## src/rtl/macsa_map.vh

```
// register map, field layout and bus codes for the station address register pair
`ifndef MACSA_MAP_VH
`define MACSA_MAP_VH

// address decode
`define MACSA_ADDR_W 8
`define MACSA_WORD_ONE_OFS 8'h00
`define MACSA_WORD_TWO_OFS 8'h10
`define MACSA_REG_SEL_BIT 4
`define MACSA_ALIAS_HI 3
`define MACSA_ALIAS_LO 2
`define MACSA_ADDR_TOP_HI 7
`define MACSA_ADDR_TOP_LO 5

// alias offsets inside one register block
`define MACSA_ALIAS_PLAIN 2'h0
`define MACSA_ALIAS_CLEAR 2'h1
`define MACSA_ALIAS_SET 2'h2
`define MACSA_ALIAS_INVERT 2'h3

// field layout
`define MACSA_FIELD_W 16
`define MACSA_OCTET_HI_MSB 15
`define MACSA_OCTET_HI_LSB 8
`define MACSA_OCTET_LO_MSB 7
`define MACSA_OCTET_LO_LSB 0

// byte strobe patterns of the accepted access widths
`define MACSA_STRB_WORD 4'hf
`define MACSA_STRB_HALF_LO 4'h3
`define MACSA_STRB_HALF_HI 4'hc

// bus responses
`define MACSA_RESP_OKAY 2'h0
`define MACSA_RESP_SLVERR 2'h2

// neutral factory address, arbitrary value
`define MACSA_FACTORY_DEFAULT 32'h02000001

`endif

```

## src/rtl/macsa_cell.v

```verilog
// one 16-bit station address register with write, clear, set and invert aliases
`timescale 1ns/1ns
`default_nettype none
`include "macsa_map.vh"

module macsa_cell #(
    parameter [15:0] RESET_VALUE = 16'h0000
) (
    // clock and reset
    input wire clk,
    input wire rst,
    // write request
    input wire wr_en,
    input wire [1:0] wr_alias,
    input wire [1:0] lane_en,
    input wire [15:0] wr_data,
    // stored value
    output reg [15:0] value
);

    wire [15:0] lane_mask;
    wire [15:0] masked;
    reg [15:0] next_value;

    assign lane_mask = {{8{lane_en[1]}}, {8{lane_en[0]}}};
    assign masked = wr_data & lane_mask;

    // lanes without strobe keep their bits in every alias
    always @* begin
        case (wr_alias)
            `MACSA_ALIAS_PLAIN: next_value = (value & ~lane_mask) | masked;
            `MACSA_ALIAS_CLEAR: next_value = value & ~masked;
            `MACSA_ALIAS_SET: next_value = value | masked;
            `MACSA_ALIAS_INVERT: next_value = value ^ masked;
            default: next_value = value;
        endcase
    end

    always @(posedge clk) begin
        if (rst) begin
            value <= RESET_VALUE;
        end else if (wr_en) begin
            value <= next_value;
        end
    end

endmodule

`default_nettype wire

```

## src/rtl/macsa_regs.v

```verilog
// station address register pair with an AXI4-Lite slave and the address handed to the MAC
//
// Register access over AXI4-Lite and the placing of the registers are this design's own decisions.
`timescale 1ns/1ns
`default_nettype none
`include "macsa_map.vh"

// Operation
// - word one bits 15:8 hold octet four
// - word one bits 7:0 hold octet three
// - word two bits 15:8 hold octet two
// - word two bits 7:0 hold octet one
// - 32-bit and low-half 16-bit accesses act, aliases included
// - 8-bit accesses are ignored, contents unchanged
// - reset loads the factory station address
// - word one bits 31:16 read zero
module macsa_regs #(
    // factory address, octet one in bits 31:24 down to octet four in 7:0
    parameter [31:0] FACTORY_STATION_ADDR = `MACSA_FACTORY_DEFAULT
) (
    // clock and reset
    input wire CLK,
    input wire SYS_RST,
    // write address channel
    input wire [7:0] S_AXI_AWADDR,
    input wire [2:0] S_AXI_AWPROT,
    input wire S_AXI_AWVALID,
    output reg S_AXI_AWREADY,
    // write data channel
    input wire [31:0] S_AXI_WDATA,
    input wire [3:0] S_AXI_WSTRB,
    input wire S_AXI_WVALID,
    output reg S_AXI_WREADY,
    // write response channel
    output reg [1:0] S_AXI_BRESP,
    output reg S_AXI_BVALID,
    input wire S_AXI_BREADY,
    // read address channel
    input wire [7:0] S_AXI_ARADDR,
    input wire [2:0] S_AXI_ARPROT,
    input wire S_AXI_ARVALID,
    output reg S_AXI_ARREADY,
    // read data channel
    output reg [31:0] S_AXI_RDATA,
    output reg [1:0] S_AXI_RRESP,
    output reg S_AXI_RVALID,
    input wire S_AXI_RREADY,
    // station address towards the MAC, first transmitted octet in 31:24
    output reg [31:0] STATION_ADDR_HEAD
);

    // word one keeps octet four above octet three, the reverse of the parameter's order
    localparam [15:0] WORD_ONE_RESET = {FACTORY_STATION_ADDR[7:0], FACTORY_STATION_ADDR[15:8]};
    localparam [15:0] WORD_TWO_RESET = {FACTORY_STATION_ADDR[23:16], FACTORY_STATION_ADDR[31:24]};

    // write path state
    reg aw_held;
    reg [7:0] aw_addr;
    reg w_held;
    reg [31:0] w_data;
    reg [3:0] w_strb;

    // decoded write
    wire wr_fire;
    wire wr_addr_ok;
    wire wr_width_ok;
    wire [1:0] wr_lane_en;
    wire [1:0] wr_alias;
    wire [1:0] wr_sel;

    // decoded read
    wire rd_fire;
    wire rd_addr_ok;
    reg [31:0] rd_word;

    // register contents, word one in the low half
    wire [15:0] word_one;
    wire [15:0] word_two;
    wire [31:0] cell_bits;

    // both prot inputs carry no meaning here
    wire unused_prot;
    assign unused_prot = ^{S_AXI_AWPROT, S_AXI_ARPROT};

    // ------------------------------------------------------------------
    // write address and data are captured independently, in either order

    always @(posedge CLK) begin
        if (SYS_RST) begin
            aw_held <= 1'b0;
            aw_addr <= 8'h00;
        end else if (S_AXI_AWVALID && S_AXI_AWREADY) begin
            aw_held <= 1'b1;
            aw_addr <= S_AXI_AWADDR;
        end else if (wr_fire) begin
            aw_held <= 1'b0;
        end
    end

    always @(posedge CLK) begin
        if (SYS_RST) begin
            w_held <= 1'b0;
            w_data <= 32'h00000000;
            w_strb <= 4'h0;
        end else if (S_AXI_WVALID && S_AXI_WREADY) begin
            w_held <= 1'b1;
            w_data <= S_AXI_WDATA;
            w_strb <= S_AXI_WSTRB;
        end else if (wr_fire) begin
            w_held <= 1'b0;
        end
    end

    // ready is registered; it drops on the taking edge so each channel holds one item
    always @(posedge CLK) begin
        if (SYS_RST) begin
            S_AXI_AWREADY <= 1'b0;
            S_AXI_WREADY <= 1'b0;
        end else begin
            S_AXI_AWREADY <= !aw_held && !(S_AXI_AWVALID && S_AXI_AWREADY) && !S_AXI_BVALID;
            S_AXI_WREADY <= !w_held && !(S_AXI_WVALID && S_AXI_WREADY) && !S_AXI_BVALID;
        end
    end

    // the write lands one edge after both halves are held
    assign wr_fire = aw_held && w_held && !S_AXI_BVALID;

    assign wr_addr_ok = (aw_addr[`MACSA_ADDR_TOP_HI:`MACSA_ADDR_TOP_LO] == 3'h0) &&
                        (aw_addr[1:0] == 2'h0);
    assign wr_alias = aw_addr[`MACSA_ALIAS_HI:`MACSA_ALIAS_LO];

    // the bus gives no size, so the width is read from the strobes;
    // a single-lane or ragged strobe pattern counts as a byte access
    assign wr_width_ok = (w_strb == `MACSA_STRB_WORD) ||
                         (w_strb == `MACSA_STRB_HALF_LO) ||
                         (w_strb == `MACSA_STRB_HALF_HI);

    // only the low half is implemented; an upper-half access reaches no stored bit
    assign wr_lane_en = wr_width_ok ? w_strb[1:0] : 2'h0;

    assign wr_sel[0] = wr_fire && wr_addr_ok && !aw_addr[`MACSA_REG_SEL_BIT];
    assign wr_sel[1] = wr_fire && wr_addr_ok && aw_addr[`MACSA_REG_SEL_BIT];

    always @(posedge CLK) begin
        if (SYS_RST) begin
            S_AXI_BVALID <= 1'b0;
            S_AXI_BRESP <= `MACSA_RESP_OKAY;
        end else if (wr_fire) begin
            S_AXI_BVALID <= 1'b1;
            // an ignored byte write still completes cleanly
            S_AXI_BRESP <= wr_addr_ok ? `MACSA_RESP_OKAY : `MACSA_RESP_SLVERR;
        end else if (S_AXI_BREADY) begin
            S_AXI_BVALID <= 1'b0;
        end
    end

    // ------------------------------------------------------------------
    // register cells, word one first

    genvar g;
    generate
        for (g = 0; g < 2; g = g + 1) begin : g_word
            macsa_cell #(
                .RESET_VALUE((g == 0) ? WORD_ONE_RESET : WORD_TWO_RESET)
            ) u_cell (
                .clk(CLK),
                .rst(SYS_RST),
                .wr_en(wr_sel[g]),
                .wr_alias(wr_alias),
                .lane_en(wr_lane_en),
                .wr_data(w_data[15:0]),
                .value(cell_bits[g*16 +: 16])
            );
        end
    endgenerate

    assign word_one = cell_bits[15:0];
    assign word_two = cell_bits[31:16];

    // ------------------------------------------------------------------
    // read path: one outstanding read, answered on the edge that takes it

    assign rd_fire = S_AXI_ARVALID && S_AXI_ARREADY;
    assign rd_addr_ok = (S_AXI_ARADDR[`MACSA_ADDR_TOP_HI:`MACSA_ADDR_TOP_LO] == 3'h0) &&
                        (S_AXI_ARADDR[1:0] == 2'h0);

    // every alias reads back the register it belongs to;
    // upper half of both words is never stored and reads zero
    always @* begin
        if (!rd_addr_ok) begin
            rd_word = 32'h00000000;
        end else if (S_AXI_ARADDR[`MACSA_REG_SEL_BIT]) begin
            rd_word = {16'h0000, word_two};
        end else begin
            rd_word = {16'h0000, word_one};
        end
    end

    always @(posedge CLK) begin
        if (SYS_RST) begin
            S_AXI_ARREADY <= 1'b0;
        end else begin
            S_AXI_ARREADY <= !S_AXI_RVALID && !rd_fire;
        end
    end

    always @(posedge CLK) begin
        if (SYS_RST) begin
            S_AXI_RVALID <= 1'b0;
            S_AXI_RDATA <= 32'h00000000;
            S_AXI_RRESP <= `MACSA_RESP_OKAY;
        end else if (rd_fire) begin
            S_AXI_RVALID <= 1'b1;
            S_AXI_RDATA <= rd_word;
            S_AXI_RRESP <= rd_addr_ok ? `MACSA_RESP_OKAY : `MACSA_RESP_SLVERR;
        end else if (S_AXI_RREADY) begin
            S_AXI_RVALID <= 1'b0;
        end
    end

    // ------------------------------------------------------------------
    // address to the MAC; registered so it follows a write by one edge

    always @(posedge CLK) begin
        if (SYS_RST) begin
            STATION_ADDR_HEAD <= FACTORY_STATION_ADDR;
        end else begin
            STATION_ADDR_HEAD[31:24] <= word_two[`MACSA_OCTET_LO_MSB:`MACSA_OCTET_LO_LSB];
            STATION_ADDR_HEAD[23:16] <= word_two[`MACSA_OCTET_HI_MSB:`MACSA_OCTET_HI_LSB];
            STATION_ADDR_HEAD[15:8] <= word_one[`MACSA_OCTET_LO_MSB:`MACSA_OCTET_LO_LSB];
            STATION_ADDR_HEAD[7:0] <= word_one[`MACSA_OCTET_HI_MSB:`MACSA_OCTET_HI_LSB];
        end
    end

endmodule

`default_nettype wire

```

## config.mk

```make
export PLATFORM = sky130hd
export DESIGN_NAME = macsa_regs
export DESIGN_NICKNAME = d
export VERILOG_FILES = /design/src/rtl/macsa_cell.v /design/src/rtl/macsa_regs.v
export VERILOG_INCLUDE_DIRS = /design/src /design/src/rtl
export SDC_FILE = /design/constraint.sdc
export NUM_CORES = 1
export LEC_CHECK = 0
export BUFFER_PORTS_ARGS = -buffer_cell sky130_fd_sc_hd__clkbuf_2
export CAP_MARGIN = 20
export CORE_UTILIZATION = 40
export CTS_CLUSTER_SIZE = 8
export DETAILED_ROUTE_END_ITERATION = 8
export MAX_ROUTING_LAYER = met4
export PLACE_DENSITY_LB_ADDON = 0.2
export SYNTH_ARGS = -nofsm -noshare
export SYNTH_HDL_FRONTEND = slang
export SYNTH_SLANG_ARGS = --single-unit
```

## constraint.sdc

```tcl
create_clock -name CLK -period 2.36 [get_ports CLK]
set_input_delay 0.236 -clock CLK [delete_from_list [all_inputs] [get_ports CLK]]
set_output_delay 0.236 -clock CLK [all_outputs]
set_load 0.05 [all_outputs]
```

# Yosys cells after proc, flatten, opt, wreduce, memory -nomap -nowiden
# Cells that the tools add are included.
# classes
reduce_logical,34
eq_ne,6
bitwise_logic,13
shifts,0
n_mul,0
add_sub_neg,0
n_div,0
order_cmp,0
n_mux,14
# ops
op,n
16-bit case mux with 4 select lines,2
16-bit AND,5
16-bit OR,4
16-bit two-way mux,2
16-bit NOT,2
16-bit bitwise XOR,2
1-bit logical AND,15
"4-bit equality test, second input constant",2
1-bit logical NOT,8
2-bit nonzero test,4
1-bit two-way mux,7
2-bit logical NOT,3
3-bit logical NOT,2
2-bit two-way mux,3
"2-bit equality test, second input constant",2
"4-bit by 2-bit equality test with 1-bit output, second input constant",1
"2-bit by 1-bit equality test with 1-bit output, second input constant",1
1-bit logical OR,2
# word_totals
reg_bits,135
memories,0
ram_bits,0
in_bits,65
romBits,0
latch_bits,0

# Depth between registers and ports, before layout
# Gate-level depths: netlist of the first run.
# depth
word_depth,8
mapped_depth,10

# Hierarchy
# A second synthesis of the first run with hierarchy kept.
# hier_totals
hier_cells,625
area_unflattened_um2,5540.3
# modules_own_cells
module,cells_per_inst,n_inst,area_per_inst_um2,seq_area_each_um2
macsa_regs,323,1,3135.5,1701.6
macsa_cell at g_word[0].u_cell,151,1,1203.7,320.3
macsa_cell at g_word[1].u_cell,151,1,1201.2,320.3

# Worst setup path after synthesis of the first run
# OpenSTA, ideal clock, no wires.
# synth_path
path_kind,reg2reg
startpoint,register w_strb[3]
endpoint,register g_word[1].u_cell.value[12]
t_arrival_ps,1946
path_slack_ps,297
stages_incl_launch_ff,10
path_buffers,2
cell_sequence,dfxtp_1 > xnor2_2 > and2_1 > clkbuf_1 > clkbuf_1 > nand2_1 > ha_1 > a21oi_1 > a22o_1 > a22o_1
# synth_between
elab_chain_cells,8
word_cells_on_any_way,15
# synth_rtl
item,line,source
"start, declared",macsa_regs.v:61,reg [3:0] w_strb;
"start signal, assigned",macsa_regs.v:104,w_strb <= 4'h0;
"start signal, assigned",macsa_regs.v:108,w_strb <= S_AXI_WSTRB;
4-bit equality test (no source line) or 4-bit by 2-bit equality test with 1-bit output (tied branches),n/a,
1-bit logical OR,macsa_regs.v:134,assign wr_width_ok = (w_strb == `MACSA_STRB_WORD) ||
1-bit logical OR *,macsa_regs.v:134,
2-bit two-way mux *,macsa_regs.v:139,assign wr_lane_en = wr_width_ok ? w_strb[1:0] : 2'h0;
16-bit AND or 16-bit NOT (tied branches),"macsa_cell.v:26, macsa_cell.v:31",
16-bit NOT or 16-bit AND (tied branches),"macsa_cell.v:32, macsa_cell.v:31",
16-bit AND or 16-bit OR (tied branches),"macsa_cell.v:32, macsa_cell.v:31",
16-bit case mux with 4 select lines *,macsa_cell.v:30,case (wr_alias)
"end signal, assigned",macsa_cell.v:43,value <= next_value;
"end, declared",macsa_cell.v:18,output reg [15:0] value
# Every way passes the cells marked *; elsewhere a longest branch is shown, timed or not.
# A chain may end at the register's enable or synchronous reset.

# Final worst setup path of the first run
# layout_path
startpoint,register w_strb[1]
endpoint,register g_word[1].u_cell.value[11]
# layout_between
elab_chain_cells,8
word_cells_on_any_way,15
# layout_rtl
item,line
4-bit equality test (no source line) or 4-bit by 2-bit equality test with 1-bit output (tied branches),n/a
1-bit logical OR (2 in series),macsa_regs.v:134
2-bit two-way mux *,macsa_regs.v:139
16-bit AND or 16-bit NOT (tied branches),"macsa_cell.v:26, macsa_cell.v:31"
16-bit NOT or 16-bit AND (tied branches),"macsa_cell.v:32, macsa_cell.v:31"
16-bit AND or 16-bit OR (tied branches),"macsa_cell.v:32, macsa_cell.v:31"
16-bit case mux with 4 select lines *,macsa_cell.v:30
# Marks and branches as above.

==> impl_metrics.ini, run 1 <==
[global_routing]
grt_util_met1_pct = 25.4
grt_max_degree = 82
grt_pass1_vias = 3973
grt_overflow = 0
met2_usage_pct = 30.3
grt_pass1_wl_um = 20100
busiest_layer = met2
grt_usage_pct = 20.4
grt_use_met3_pct = 5.86
antenna_found_initial = 0

[detailed_routing]
route.detailed.drc = 0
num_vias = 4240
drtPass1Iterations = 4
viasPerCell = 5.08
wl_per_cell_um = 15.1
routed_wirelength_um = 12600
ant_nets = 0
drt_iter0_markers = 268

[sta]
worst_pin_slew_ns = 0.994
relSlewSlack_pct = 33.7
tns_ns = 0
setup_viol = 0
hold_viol = 0
slew_viol_final = 0
setup_slack_ns = 0.367
fmax_mhz = 502
final.period_utilization_pct = 84.4
rsz0062_at_grt = no
fin_crit_ns = 1.99
finClkSkew_ns = 0.0112

[cts]
cts_buffers = 17
clockRootBuffer = clkbuf_16
cts_tree = yes
cts_hold_buf = 0
clock_path_buffers = 2
path_clk_slew_ns = 0.05
clock_latency_ns = 0.42
cts_max_level = 4
cts_resized = 0
cts_setup_buffers = 0
cts_num_sinks = 117

[flow_run]
drv_cap = 0

[synthesis]
syn_inst = 567
ys_seq_area_share_pct = 44.6
syn_area_per_cell_um2 = 9.26
yosysTopAreaCellShare_pct = 44.6
ys_ff_latch = 117
synth_area_mm2 = 0.00525
synth_cell_types = 43
synthTopCellsByArea = dfxtp_1, ha_1, nand2_1, a21oi_1, a22o_1
synth_area_leader_cell = dfxtp_1
yosysWarnings = 0

[hold_path]
hp-class = input port to flop
timing.hold.worst.start = S_AXI_ARVALID

[placed_design]
dp_slack_ns = 0.217
dp_hpwl_um = 8230
routabilityCongestion = 0.774
portBuffers = 95

[floorplan]
die_h_um = 117
core_area_mm2 = 0.0127
rows = 41
die_area_mm2 = 0.0136
die_w_um = 117
initial_utilization_pct = 41.3
io_pins = 138

[setup_path]
crit_path_start_kind = flop
critical_path_required_ns = 2.67
cp.arrival_ns = 2.30
critPathLaunch = w_strb[1]$_SDFFE_PP0P_
path_class = flop to flop
cp_max_fo = 15
rr_startpoint = w_strb[1]$_SDFFE_PP0P_
worst_setup_path_end_kind = flop

[run_status]
status = finished clean

[layout]
final_common_cell = dfxtp_1
diodes = 0
layout.nets = 747
final_cell_mix = dfxtp_1, clkbuf_2, nand2_1
drive_above_1_share_pct = 24.6
area_delta_synth_final_pct = 21.1

[power_and_ir_drop]
ir_drop_uv = 463
p_total_mw = 4.98
p_leak_nw = 2.62
power_density_mw_per_mm2 = 783
[through the flow]
stage          util, %  hold slack, ns  std cells  instance area, um2
3_5_place_dp      45.2           0.446        802                5750
2_1_floorplan        -           0.340        584                5320
3_3_place_gp      45.2           0.433        802                5750
6_report          50.0          0.0370        835                6360
5_1_grt           50.0          0.0277        835                6360
4_1_cts           49.9          0.0227        834                6350
[final cells by class]
type | instances | area (um2)
clock buffer | 22 | 474
inverter | 7 | 26.3
multi-input combinational | 402 | 2610
sequential | 117 | 2340
clock inverter | 10 | 128
tap | 172 | 215
timing repair buffer | 105 | 571
fill | 1216 | 6360
[final timing paths]
kind | endpoint | slack, ns | depth (start not counted)
min reg2reg | w_strb[0]$_SDFFE_PP0P_ | 0.45 | 2
max | g_word[1].u_cell.value[11]$_SDFFE_PP0P_ | 0.37 | 8
min | S_AXI_ARREADY$_SDFF_PP0_ | 0.04 | 2
max reg2reg | g_word[1].u_cell.value[11]$_SDFFE_PP0P_ | 0.37 | 8
[routing by layer]
layer  up-vias  wire length [um]
met1      1966              6060
met4         0               260
met5         -                 0
met3        20               630
met2       127              5640
li1       2127                 -
[report_power, final]
part	internal, mW	switching (mW)
registers	2.01	0.0316
logic	0.0915	0.251
clock network	1.73	0.869
[flip-flops by register name, indices dropped and copies added (netlist names), 4 cells and up]
name and flops:
STATION_ADDR_HEAD 32, S_AXI_RDATA 16, aw_addr 8, g_word.u_cell.value 32, w_data 16, w_strb 4
[cell families after synthesis]
family | Yosys count | synth area share [%]
simple gates | 183 | 17.4
other cells | 1 | 0.0714
mux | 15 | 3.22
buf+inv | 65 | 7.00
xor+xnor | 1 | 0.310
fa+ha+maj | 32 | 7.62
compound gates | 153 | 19.7
flops | 117 | 44.6
[synth_stat cells, drive strengths merged]
library cell	instances
nor2b	33
clkbuf	25
and2	5
nand3	1
o211ai	2
dfxtp	117
or2	2
nand2b	12
a22o	29
nand3b	1
or4	1
or3	1
a21oi	56
a32o	1
o2bb2ai	14
conb	1
mux2	15
a31o	1
xnor2	1
nor2	36
inv	7
and3	2
ha	32
nor4	4
nor3	4
buf	33
a211oi	1
a221o	1
nand2	81
o221ai	1
a31oi	2
o21ai	15
a22oi	30
[worst max-delay path, cell delays in order (launching register included)]
cell and delay, ns:
dfxtp_1 0.32, and2_0 0.30, and2_1 0.18, buf_4 0.23, nand2_1 0.12, ha_1 0.29
a21oi_1 0.06, a22o_1 0.20, a22o_1 0.19
Note: power is estimated with default switching activity, not from simulation.
==> run 2, diff against run 1 <==
==> constraint.sdc (replaced) <==
create_clock -name CLK -period 2 [get_ports CLK]
set_input_delay 0.2 -clock CLK [delete_from_list [all_inputs] [get_ports CLK]]
set_output_delay 0.2 -clock CLK [all_outputs]
set_load 0.05 [all_outputs]
==> run 2 against run 1 <==
Net effect:
- global-route usage shrank 0.30 points
- fmax rose by 5.8%
- first-iteration DRC count fell by 3.7%
- clock power grew 18%
- total power increased by 18%
- worst setup slack got worse by 0.25 ns
- sequential share of layout area fell by 0.64 points
- critical path depth unchanged
- cell count increased by 1.4%
- largest cell class unchanged
- non-clock buffer count increased by 12
- cell area up 1.8%
- highest routed layer unchanged
==> impl_metrics.ini, run 2 (synthesis gave the netlist of run 1 again) <==
[cts]
cts_tree = yes
clock_path_buffers = 2
clockRootBuffer = clkbuf_16
clock_latency_ns = 0.41
cts_buffers = 17
cts_num_sinks = 117
path_clk_slew_ns = 0.05
cts_max_level = 4

[layout]
area_delta_synth_final_pct = 23.3
final_cell_mix = dfxtp_1, clkbuf_2, nand2_1
fin_area_mm2 = 0.00647
final_common_cell = dfxtp_1
finalNonFillerCells = 847
drive_above_1_share_pct = 24.7
reg.largest.list = STATION_ADDR_HEAD x32, g_word.u_cell.value x32
diodes = 0
layout.nets = 759
fillCellCount = 1231

[placed_design]
placed_area_mm2 = 0.00578
dp_hpwl_um = 8350
portBuffers = 95
routabilityCongestion = 0.789
dpl.cell_count = 807

[detailed_routing]
ant_nets = 0
routed_wirelength_um = 12500
drtPass1Iterations = 4
route.detailed.drc = 0
wl_per_cell_um = 14.7
viasPerCell = 4.98
drt_iter0_markers = 258
num_vias = 4220

[setup_path]
crit_chain = xnor2_4 > and2_1 > buf_12 > nand2_1 > ha_1 > a21oi_1 > a22o_1 > a22o_1
rr_startpoint = w_strb[2]$_SDFFE_PP0P_
path_buf_inv = 1
critical_path.slowest_cell = dfxtp_1
ff2ff_path_depth = 8
cp_max_fo = 15
r2r_end = g_word[1].u_cell.value[13]$_SDFFE_PP0P_
slowest_delay_ns = 0.42
critical_path.top_delay_family = compound AO/OA/AOI/OAI gates
path_class = flop to flop
cp.arrival_ns = 2.18
crit_path_start_kind = flop
path_common_cell = a22o_1
reg2reg_slack_ns = 0.12
worst_setup_path_end_kind = flop
critical_path_required_ns = 2.30

[sta]
relSlewSlack_pct = 39.0
hold_viol = 0
fmax_mhz = 531
final.period_utilization_pct = 94.2
tns_ns = 0
fin_crit_ns = 1.88
setup_viol = 0
hold_slack_ns = 0.0171
finClkSkew_ns = 0.00994
slew_viol_final = 0
rsz0062_at_grt = no
worst_pin_slew_ns = 0.915

[hold_path]
timing.hold.worst.start = S_AXI_WDATA[5]
min_to = w_data[5]$_SDFFE_PP0P_
whs_path_depth = 3
hp-class = input port to flop

[power_and_ir_drop]
p_switching_mw = 1.36
clkPwrFrac_pct = 52.0
p_seq_share_pct = 40.9
sw_frac_of_total_pct = 23.0
comb_power_share_pct = 7.1
internal_power_mw = 4.54
power_density_mw_per_mm2 = 911
p_leak_nw = 2.67
ir_drop_uv = 499

[floorplan]
rows = 41
die_area_mm2 = 0.0136
initial_utilization_pct = 41.3
core_area_mm2 = 0.0127
io_pins = 138
die_h_um = 117
die_w_um = 117

[global_routing]
antenna_found_initial = 0
grt_max_degree = 53
grt_overflow = 0
grt_pass1_wl_um = 20000
grt_usage_pct = 20.1
grt_pass1_vias = 3964

[run_status]
status = finished clean

[flow_run]
drv_cap = 0
## run 2: worst min-delay path, cell delays in order
cell      delay [ns]
clkbuf_2        0.08
nand2_1         0.04
a21oi_1         0.05
## run 2: area by class of cell
| type | count | area, um2 | area share (%) |
|---|---|---|---|
| clock inverter | 9 | 125 | 1.93 |
| multi-input combinational | 402 | 2620 | 40.4 |
| clock buffer | 23 | 478 | 7.38 |
| sequential | 117 | 2340 | 36.2 |
| inverter | 7 | 26.3 | 0.406 |
| timing repair buffer | 117 | 671 | 10.4 |
| tap | 172 | 215 | 3.32 |
## run 2: power by group through the flow
stage          Clock [mW]  Sequential, mW  Combinational, mW
6_report             3.07            2.41              0.419
5_1_grt              3.25            2.42              0.457
2_1_floorplan           0            2.48              0.296
3_3_place_gp            0            2.46              0.401
3_5_place_dp            0            2.46              0.407
4_1_cts              3.13            2.41              0.418
## run 2: worst max-delay path by stage
stage                     cells past startpoint                   start                                 endpoint  slack, ns
after global placement                        8  w_strb[3]$_SDFFE_PP0P_   g_word[1].u_cell.value[6]$_SDFFE_PP0P_       0.09
final                                         8  w_strb[2]$_SDFFE_PP0P_  g_word[1].u_cell.value[13]$_SDFFE_PP0P_       0.12
after CTS                                     8  w_strb[3]$_SDFFE_PP0P_  g_word[1].u_cell.value[13]$_SDFFE_PP0P_       0.03
after global routing                          8  w_strb[2]$_SDFFE_PP0P_  g_word[1].u_cell.value[14]$_SDFFE_PP0P_       0.02
after detailed placement                      8  w_strb[3]$_SDFFE_PP0P_  g_word[1].u_cell.value[13]$_SDFFE_PP0P_       0.04
after floorplan                               9  w_strb[3]$_SDFFE_PP0P_  g_word[1].u_cell.value[12]$_SDFFE_PP0P_       0.04
## run 2: timing repair
| action | CTS | global route |
|---|---|---|
| hold buffers | 7 | 0 |
| setup buffers | 0 | 1 |
| endpoints found under the setup margin | 0 | 19 |
| endpoints found under the hold margin | 7 | 0 |
| resized for setup | 0 | 1 |
## run 2: metal layers
metal  GRT usage (%)  part of all wire, %  vias to the layer above
li1                -                    -                     2147
met1            25.9                   49                     1942
met2            29.5                   45                      123
met3            4.36                  4.9                        8
met4            10.0                 0.90                        0
met5               -                    0                        -
## run 2: stage by stage
step	setup WS [ns]	total power [mW]	util (%)
3_3_place_gp	0.0946	2.86	45.5
5_1_grt	0.0217	6.12	50.9
6_report	0.116	5.90	50.9
3_5_place_dp	0.0411	2.87	45.5
2_1_floorplan	0.0407	2.78	-
4_1_cts	0.0325	5.96	50.7
==> run 3, diff against run 2 <==
--- a/config.mk
+++ b/config.mk
@@ -6,6 +6,7 @@
 export SDC_FILE = /design/constraint.sdc
 export NUM_CORES = 1
 export LEC_CHECK = 0
+export ABC_AREA = 1
 export BUFFER_PORTS_ARGS = -buffer_cell sky130_fd_sc_hd__clkbuf_2
 export CAP_MARGIN = 20
 export CORE_UTILIZATION = 40
==> run 3 against run 2 <==
Net effect:
- cell area up 1.6%
- non-clock buffer count is 11 lower
- sequential share of layout area decreased by 0.58 points
- cell count is 17% higher
- critical path type unchanged
- largest cell class unchanged
- largest power group unchanged
==> impl_metrics.ini, run 3 <==
[synthesis]
synth_edf_count = 0
ys_ff_latch = 117
synthTopCellsByCount = dfxtp_1, o21ai_0, nand2_1, nor2_1, a21oi_1
syn_inst = 722
yosys.area_share.simple_pct = 20.3
yosysTopAreaCellShare_pct = 42.8
synth_area_mm2 = 0.00547
synth-compound-area-share_pct = 19.7
yosysWarnings = 0
synthTopCellsByArea = dfxtp_1, o21ai_0, ha_1, nand2_1, nor2_1
synthAdderAreaFrac_pct = 7.32
synth_area_leader_cell = dfxtp_1
synthFlopType = dfxtp_1
syn_area_per_cell_um2 = 7.58
synth_cell_types = 28
synth_mux_area_share_pct = 0
synth_xor_area_share_pct = 0
synth_top_family_by_area = simple AND/OR/NAND/NOR gates
yosysMostFrequentCell = dfxtp_1
async_flop_share_pct = 0
ys_seq_area_share_pct = 42.8

[detailed_routing]
ant_nets = 0
route.detailed.drc = 0
drt_iter0_markers = 311
wl_per_cell_um = 14.6
num_vias = 5106
drtPass1Iterations = 6
routed_wirelength_um = 14500
viasPerCell = 5.14

[layout]
area_delta_synth_final_pct = 20.3
fin_area_mm2 = 0.00658
final_cell_mix = dfxtp_1, o21ai_0, nand2_1
drive_above_1_share_pct = 20.9
final_util_pct = 49.5
final_common_cell = dfxtp_1
diodes = 0
layout.nets = 901
reg.largest.list = STATION_ADDR_HEAD x32, g_word.u_cell.value x32

[hold_path]
hp-class = input port to flop
timing.hold.worst.start = S_AXI_WDATA[11]

[setup_path]
cp.arrival_ns = 2.16
cp_max_fo = 16
worst_setup_path_end_kind = flop
crit_path_start_kind = flop
path_class = flop to flop
critPathLaunch = w_strb[2]$_SDFFE_PP0P_
rr_startpoint = w_strb[2]$_SDFFE_PP0P_
critical_path_required_ns = 2.36

[floorplan]
initial_utilization_pct = 41.2
io_pins = 138
core_area_mm2 = 0.0133
die_h_um = 119
die_area_mm2 = 0.0142
rows = 42
die_w_um = 119

[sta]
tns_ns = 0
worst_pin_slew_ns = 0.651
relSlewSlack_pct = 56.6
hold_viol = 0
fmax_mhz = 555
slew_viol_final = 0
rsz0062_at_grt = no
finClkSkew_ns = 0.00650
final.period_utilization_pct = 90.1
fin_crit_ns = 1.80
setup_viol = 0

[cts]
cts_max_level = 4
cts_resized = 0
cts_hold_buf = 0
path_clk_slew_ns = 0.05
clock_latency_ns = 0.42
cts_tree = yes
cts_setup_buffers = 0
clock_path_buffers = 2
clockRootBuffer = clkbuf_16
cts_num_sinks = 117
cts_buffers = 17

[global_routing]
grt_pass1_vias = 4986
antenna_found_initial = 0
grt_usage_pct = 22.5
grt_overflow = 0
grt_max_degree = 65
grt_pass1_wl_um = 24200

[power_and_ir_drop]
ir_drop_uv = 527
p_leak_nw = 2.89
power_density_mw_per_mm2 = 904

[placed_design]
routabilityCongestion = 0.793
portBuffers = 95
dp_hpwl_um = 9660
placed_area_mm2 = 0.00599

[flow_run]
drv_cap = 0

[run_status]
status = finished clean
## run 3: cell types whose count changed in the layout (fill, tap and decap cells not counted), sizes merged, moves of 30 or more
cell   before  now
nor2b      33    0
inv         7   51
a22oi      30    0
nor2       36  112
o21ai      15  126
nand3       1   35
## run 3: cells by family (layout without fill, tap and decap cells)
kind of cell,count (synthesis),count (layout)
simple gates,259,259
compound gates,200,200
flops,117,117
buf+inv,113,191
fa+ha+maj,32,32
other cells,1,18
## run 3: worst paths after layout
kind         slack, ns  cells past startpoint                                      end
max               0.20                      9  g_word[0].u_cell.value[14]$_SDFFE_PP0P_
min               0.03                      3                  w_data[11]$_SDFFE_PP0P_
max reg2reg       0.20                      9  g_word[0].u_cell.value[14]$_SDFFE_PP0P_
min reg2reg       0.45                      2                  aw_addr[6]$_SDFFE_PP0P_
## run 3: through the flow
| stage | power [mW] | std cells | hold WS [ns] | setup WS (ns) |
|---|---|---|---|---|
| after global routing | 6.18 | 993 | 0.0111 | 0.0202 |
| final | 5.95 | 993 | 0.0278 | 0.199 |
| after CTS | 5.99 | 993 | 0.0101 | 0.191 |
| after global placement | 2.99 | 961 | 0.440 | 0.324 |
| after floorplan | 2.89 | 739 | 0.359 | 0.411 |
| after detailed placement | 3.00 | 961 | 0.443 | 0.215 |
## run 3: worst max-delay path: stages, from the launching register on
cell and delay [ns]:
dfxtp_1 0.32, inv_1 0.06, nand2_1 0.07, nand3_1 0.11
inv_2 0.21, nand2_1 0.21, ha_1 0.33, o21ai_0 0.23
nor2_2 0.07, a21oi_2 0.13
## run 3: final cells by class
type / count / area, um2
Fill cell: 1337 / 6720
Multi-Input combinational cell: 509 / 2660
Sequential cell: 117 / 2340
Timing Repair Buffer: 106 / 571
Clock buffer: 22 / 484
Tap cell: 176 / 220
Inverter: 53 / 201
Clock inverter: 10 / 103
## run 3: routing by layer
| layer | wire, um | global-route usage [%] | vias up |
|---|---|---|---|
| li1 | - | - | 2516 |
| met1 | 6710 | 28.1 | 2378 |
| met2 | 6580 | 33.7 | 192 |
| met3 | 1030 | 6.27 | 20 |
| met4 | 212 | 10.4 | 0 |
| met5 | 0 | - | - |
## run 3: power by group
group	internal, mW	switching, mW	leakage, nW
Clock	1.94	1.05	0.295
Combinational	0.129	0.377	1.64
Sequential	2.40	0.0398	0.949
